==> config.mk <==
export PLATFORM = sky130hd
export DESIGN_NAME = mfp_fault_protect
export DESIGN_NICKNAME = d
export VERILOG_FILES = /design/src/hdl/mfp_pkg.sv /design/src/hdl/mfp_fault_protect.sv
export SDC_FILE = /design/constraint.sdc
export NUM_CORES = 1
export LEC_CHECK = 0
export BUFFER_PORTS_ARGS = -buffer_cell sky130_fd_sc_hd__buf_2
export CELL_PAD_IN_SITES_DETAIL_PLACEMENT = 0
export CELL_PAD_IN_SITES_GLOBAL_PLACEMENT = 1
export CORE_MARGIN = 2
export CORE_UTILIZATION = 40
export DETAILED_ROUTE_END_ITERATION = 12
export GPL_TIMING_DRIVEN = 0
export PLACE_DENSITY_LB_ADDON = 0.1
export SYNTH_ARGS = -nofsm -noshare
export SYNTH_HDL_FRONTEND = slang
export SYNTH_SLANG_ARGS = --single-unit
==> constraint.sdc <==
create_clock -name ref_clk -period 5.1 [get_ports ref_clk]
set_input_delay 0.255 -clock ref_clk [delete_from_list [all_inputs] [get_ports ref_clk]]
set_output_delay 0.255 -clock ref_clk [all_outputs]
set_load 0.02 [all_outputs]
==> src/hdl/mfp_pkg.sv <==
package mfp_pkg;
    // ------------------------------------------------------------
    // Timing
    // ------------------------------------------------------------
    // Open-detect mask interval in ns and its cycle count at 100 MHz
    localparam int CLK_PERIOD_NS = 10;
    localparam int OPEN_MASK_NS = 2000;
    localparam int OPEN_MASK_CYC = OPEN_MASK_NS / CLK_PERIOD_NS;
    localparam int MASK_W = 16;
    localparam logic [MASK_W-1:0] OPEN_MASK_LIM = MASK_W'(OPEN_MASK_CYC);
    localparam logic [1:0] OPEN_COUNT_NEED = 2'h3;
    localparam logic [1:0] OPEN_COUNT_RST = 2'h0;

    typedef struct packed {
        logic short_trip;
        logic open_seen;
        logic over_temp;
    } mfp_sense_t;

    typedef struct packed {
        logic short_latched;
        logic open_latched;
        logic temp_active;
    } mfp_status_t;
endpackage : mfp_pkg

==> src/hdl/mfp_fault_protect.sv <==
// How it works
// - Sense voltage above short trip threshold disables all outputs at once.
// - Short fault latches outputs off until power-on reset; nothing else clears.
// - Positive sense voltage during PWM off-time flags a possible open coil.
// - Open protection needs three consecutive flagged off-times; normal cycle restarts.
// - Shutdown only when accumulated breakdown time exceeds the mask interval.
// - Without genuine breakdown meeting criteria, outputs keep driving normally.
// - Die temperature above thermal shutdown threshold disables every output.
// - Power-on reset returns sequencer home, so outputs restart from home.
`timescale 1ns/1ps
`default_nettype none
module mfp_fault_protect (
    input wire logic ref_clk,
    input wire logic rst,
    input wire mfp_pkg::mfp_sense_t sense_in,
    input wire logic pwm_off,
    input wire logic pwm_cycle_end,
    output logic out_enable,
    output logic seq_home,
    output mfp_pkg::mfp_status_t status
);
    import mfp_pkg::*;

    logic short_r;
    logic open_r;
    logic temp_r;
    logic [1:0] open_cnt_r;
    logic [1:0] open_cnt_nxt;
    logic [MASK_W-1:0] brk_time_r;
    logic cyc_flag_r;
    logic home_r;
    logic en_r;

    // ------------------------------------------------------------
    // Short circuit
    // ------------------------------------------------------------
    always_ff @(posedge ref_clk or posedge rst) begin
        if (rst) begin
            short_r <= 1'b0;
        end else if (sense_in.short_trip) begin
            short_r <= 1'b1;
        end
    end

    // ------------------------------------------------------------
    // Open coil
    // ------------------------------------------------------------
    // Flag remembers if this PWM cycle's off-time saw positive sense voltage
    always_ff @(posedge ref_clk or posedge rst) begin
        if (rst) begin
            cyc_flag_r <= 1'b0;
        end else if (pwm_cycle_end) begin
            cyc_flag_r <= 1'b0;
        end else if (pwm_off && sense_in.open_seen) begin
            cyc_flag_r <= 1'b1;
        end
    end

    always_comb begin
        open_cnt_nxt = open_cnt_r;
        if (pwm_cycle_end) begin
            if (cyc_flag_r || (pwm_off && sense_in.open_seen)) begin
                if (open_cnt_r != OPEN_COUNT_NEED) begin
                    open_cnt_nxt = open_cnt_r + 2'h1;
                end
            end else begin
                open_cnt_nxt = OPEN_COUNT_RST;
            end
        end
    end

    always_ff @(posedge ref_clk or posedge rst) begin
        if (rst) begin
            open_cnt_r <= OPEN_COUNT_RST;
        end else begin
            open_cnt_r <= open_cnt_nxt;
        end
    end

    // Breakdown time accumulates across flagged cycles; a clean cycle discards it
    // so isolated surge pulses never add up to a trip.
    always_ff @(posedge ref_clk or posedge rst) begin
        if (rst) begin
            brk_time_r <= '0;
        end else if (open_cnt_nxt == OPEN_COUNT_RST && pwm_cycle_end) begin
            brk_time_r <= '0;
        end else if (pwm_off && sense_in.open_seen && brk_time_r != '1) begin
            brk_time_r <= brk_time_r + MASK_W'(1);
        end
    end

    always_ff @(posedge ref_clk or posedge rst) begin
        if (rst) begin
            open_r <= 1'b0;
        end else if (open_cnt_r == OPEN_COUNT_NEED && brk_time_r > OPEN_MASK_LIM) begin
            open_r <= 1'b1;
        end
    end

    // ------------------------------------------------------------
    // Thermal
    // ------------------------------------------------------------
    always_ff @(posedge ref_clk or posedge rst) begin
        if (rst) begin
            temp_r <= 1'b0;
        end else begin
            temp_r <= sense_in.over_temp;
        end
    end

    // ------------------------------------------------------------
    // Outputs
    // ------------------------------------------------------------
    // Short trip feeds the enable register straight from the input, so the enable falls on the next edge without waiting for the latch
    always_ff @(posedge ref_clk or posedge rst) begin
        if (rst) begin
            en_r <= 1'b0;
        end else begin
            en_r <= !(short_r || sense_in.short_trip || open_r || temp_r
                      || sense_in.over_temp);
        end
    end

    always_ff @(posedge ref_clk or posedge rst) begin
        if (rst) begin
            home_r <= 1'b1;
        end else begin
            home_r <= 1'b0;
        end
    end

    assign out_enable = en_r;
    assign seq_home = home_r;
    assign status = '{short_latched: short_r, open_latched: open_r, temp_active: temp_r};
endmodule : mfp_fault_protect
`default_nettype wire

==> results.py <==
metrics = {
    "synth": {
        "synth_top_flop_cell": "dfrtp_1",
        "syn_area_per_cell_um2": 9.52,
        "syn_area_mm2": 0.00127,
        "synth-compound-area-share_pct": 14.6,
        "synth_xor_area_share_pct": 0,
        "synth-edff-count": 0,
        "synth-simple-area-share_pct": 24.0,
        "synthMuxAreaShare_pct": 6.32,
        "synth_top_family_by_area": "simple AND/OR/NAND/NOR gates",
        "async_reset_ff_share_pct": 100,
        "synthAdderAreaFrac_pct": 1.98,
        "ys_ff_latch": 24,
        "ys_seq_area_share_pct": 47.5,
        "synth.distinct_cells": 35,
        "synthCells": 133,
        "syn-num-nets": 142,
        "yosys_warnings": 0,
    },
    "grt": {
        "grt_start_max_net_pins": 25,
        "grt_pass1_wl_mm": 4.55,
        "grt_pass1_vias": 1017,
        "grt_usage_pct": 16.6,
        "overflow": 0,
        "antenna_found_initial": 0,
    },
    "cells_and_area": {
        "fin_area_mm2": 0.00143,
        "syn2layout_area_growth_pct": 12.8,
        "mostFrequentLayoutCell": "dfrtp_1",
        "final_cell_mix": "dfrtp_1, nand2_1, buf_2, a21oi_1, mux2i_1",
        "fin_cells": 192,
        "final_util_pct": 47.2,
        "drive_gt1_share_pct": 16.9,
        "nNetsFinal": 158,
        "fillers": 298,
        "antenna_cells": 0,
    },
    "critical_path": {
        "timing.rr.start": "brk_time_r[0]",
        "rrSetupSlack_ns": 3.05,
        "crit_fanout": 10,
        "crit_start": "brk_time_r[0]",
        "r2r_cells": 6,
        "required_ns": 5.35,
        "worst_setup_path_start_kind": "register",
        "rr_endpoint": "brk_time_r[0]",
        "worst-setup-path-type": "reg -> reg",
        "crit_path_end_kind": "register",
        "setup.worst_path.end": "brk_time_r[0]",
        "cp.arrival_ns": 2.30,
    },
    "drt": {
        "vias": 1023,
        "wirelength_mm": 2.52,
        "antenna_left": 0,
        "drcViolationCount": 0,
        "first_iter_violations": 48,
        "viasPerCell": 5.33,
        "avgRoutedWirePerCell_um": 13.1,
        "dr.pass1.iters": 4,
    },
    "placed_design": {
        "dp_hpwl_mm": 1.83,
        "gp_congestion": 0.789,
        "dp.cells": 188,
        "postPlaceCellArea_mm2": 0.00138,
        "dp_slack_ns": 3.08,
        "numPortBuffers": 11,
    },
    "floorplanning": {
        "ios": 12,
        "fp.dieArea_mm2": 0.00363,
        "core_area_mm2": 0.00303,
        "num_rows": 20,
        "die_h_um": 60.3,
        "start_util_pct": 41.8,
        "die_x_um": 60.3,
    },
    "timing": {
        "layout_min_cycle_time_ns": 2.05,
        "setup_ws_ns": 3.05,
        "fin_worst_skew_ns": 0.00505,
        "finalHoldViolations": 0,
        "fin_crit_sh_pct": 40.1,
        "setup_viol": 0,
        "timing.fmax_mhz": 489,
        "whs_ns": 0.0551,
        "rsz0062_at_grt": "no",
        "maxSlewHeadroom_pct": 40.1,
        "tightestPinTransition_ns": 0.897,
        "fin_setup_tns_ns": 0,
        "slew_violations": 0,
    },
    "clock_network": {
        "cts_resized": 0,
        "htreeDepth": 1,
        "holdBufCountCts": 0,
        "cts_tree": "built",
        "cts_num_sinks": 24,
        "clk_pin_slew_ns": 0.14,
        "clock_latency_ns": 0.31,
        "clockBufferDepth": 2,
        "cts-root-buf": "clkbuf_4",
        "cts_buffers": 3,
        "cts_setup_buffers": 0,
    },
    "hold_path": {
        "hold_path_class": "in -> reg",
    },
    "run": {
        "maxCapViolCount": 0,
    },
    "outcome": {
        "status": "complete, no violations",
    },
    "power": {
        "total_power_mw": 0.393,
        "vdd_drop_max_mv": 0.107,
        "p_leak_nw": 0.612,
        "pwr_density_cell_mw_per_mm2": 275,
    },
}
-- worst max-delay path, cell delays in order, from the launching register on --
cell,delay [ns]
dfrtp_1,0.47
ha_1,0.24
nand2_1,0.13
nor4_1,0.46
buf_2,0.31
a21o_1,0.19
mux2i_1,0.18
-- cell families after synthesis --
logic type | after synthesis
compound gates | 30
fa+ha+maj | 2
buf+inv | 14
flops | 24
mux | 8
other cells | 1
simple gates | 54
-- synth_stat cells, types with 3 or more instances --
library cell,count,area [um^2]
inv_1,6,22.5
nor2_1,3,11.3
or4_1,4,30.0
and3_1,3,18.8
dfrtp_1,23,576
nand2_1,15,56.3
nor4_1,5,31.3
o31ai_1,5,37.5
clkbuf_1,3,11.3
a21oi_1,13,65.1
nand3_1,4,20.0
buf_4,3,22.5
mux2i_1,8,80.1
o21ai_0,4,20.0
nand4_1,6,37.5
nand2b_1,3,18.8
-- state kept, by name, indices dropped and copies added, names as in the netlist --
| register | cells |
|---|---|
| open_r | 1 |
| cyc_flag_r | 1 |
| seq_home | 1 |
| temp_r | 1 |
| brk_time_r | 16 |
| open_cnt_r | 2 |
| short_r | 1 |
| out_enable | 1 |
-- worst min path at each step --
stage | startpoint | endpoint | slack (ns) | cells after the start
after floorplan | rst | brk_time_r[0] | 0.27 | 1
after global placement | sense_in[0] | temp_r | 0.38 | 1
after detailed placement | sense_in[0] | temp_r | 0.39 | 1
after CTS | sense_in[0] | temp_r | 0.04 | 1
after global routing | sense_in[0] | temp_r | 0.04 | 1
final | sense_in[0] | temp_r | 0.06 | 1
-- routing by layer --
| metal | vias up | global-route usage, % | part of all wire, % |
|---|---|---|---|
| met5 | - | 0 | 0 |
| met4 | 0 | 6.98 | 0.76 |
| met3 | 2 | 1.95 | 2.0 |
| met2 | 9 | 27.5 | 48 |
| met1 | 492 | 21.9 | 49 |
| li1 | 520 | - | - |
-- layout make-up --
type	instances	area, um^2	area share [%]
Sequential cell	24	602	42.1
Multi-Input combinational cell	95	598	41.9
Timing Repair Buffer	11	55.1	3.85
Tap cell	44	55.1	3.85
Buffer	8	43.8	3.06
Clock inverter	1	30.0	2.10
Clock buffer	3	22.5	1.58
Inverter	6	22.5	1.58
-- power by group --
group          switching (mW)  total, mW  internal (mW)  leakage (nW)
clock network          0.0584      0.138         0.0794        0.0279
logic                  0.0244     0.0413         0.0169         0.265
registers              0.0132      0.214          0.201         0.318
total                  0.0959      0.393          0.297         0.612
Power figures use the tool's default switching activity.
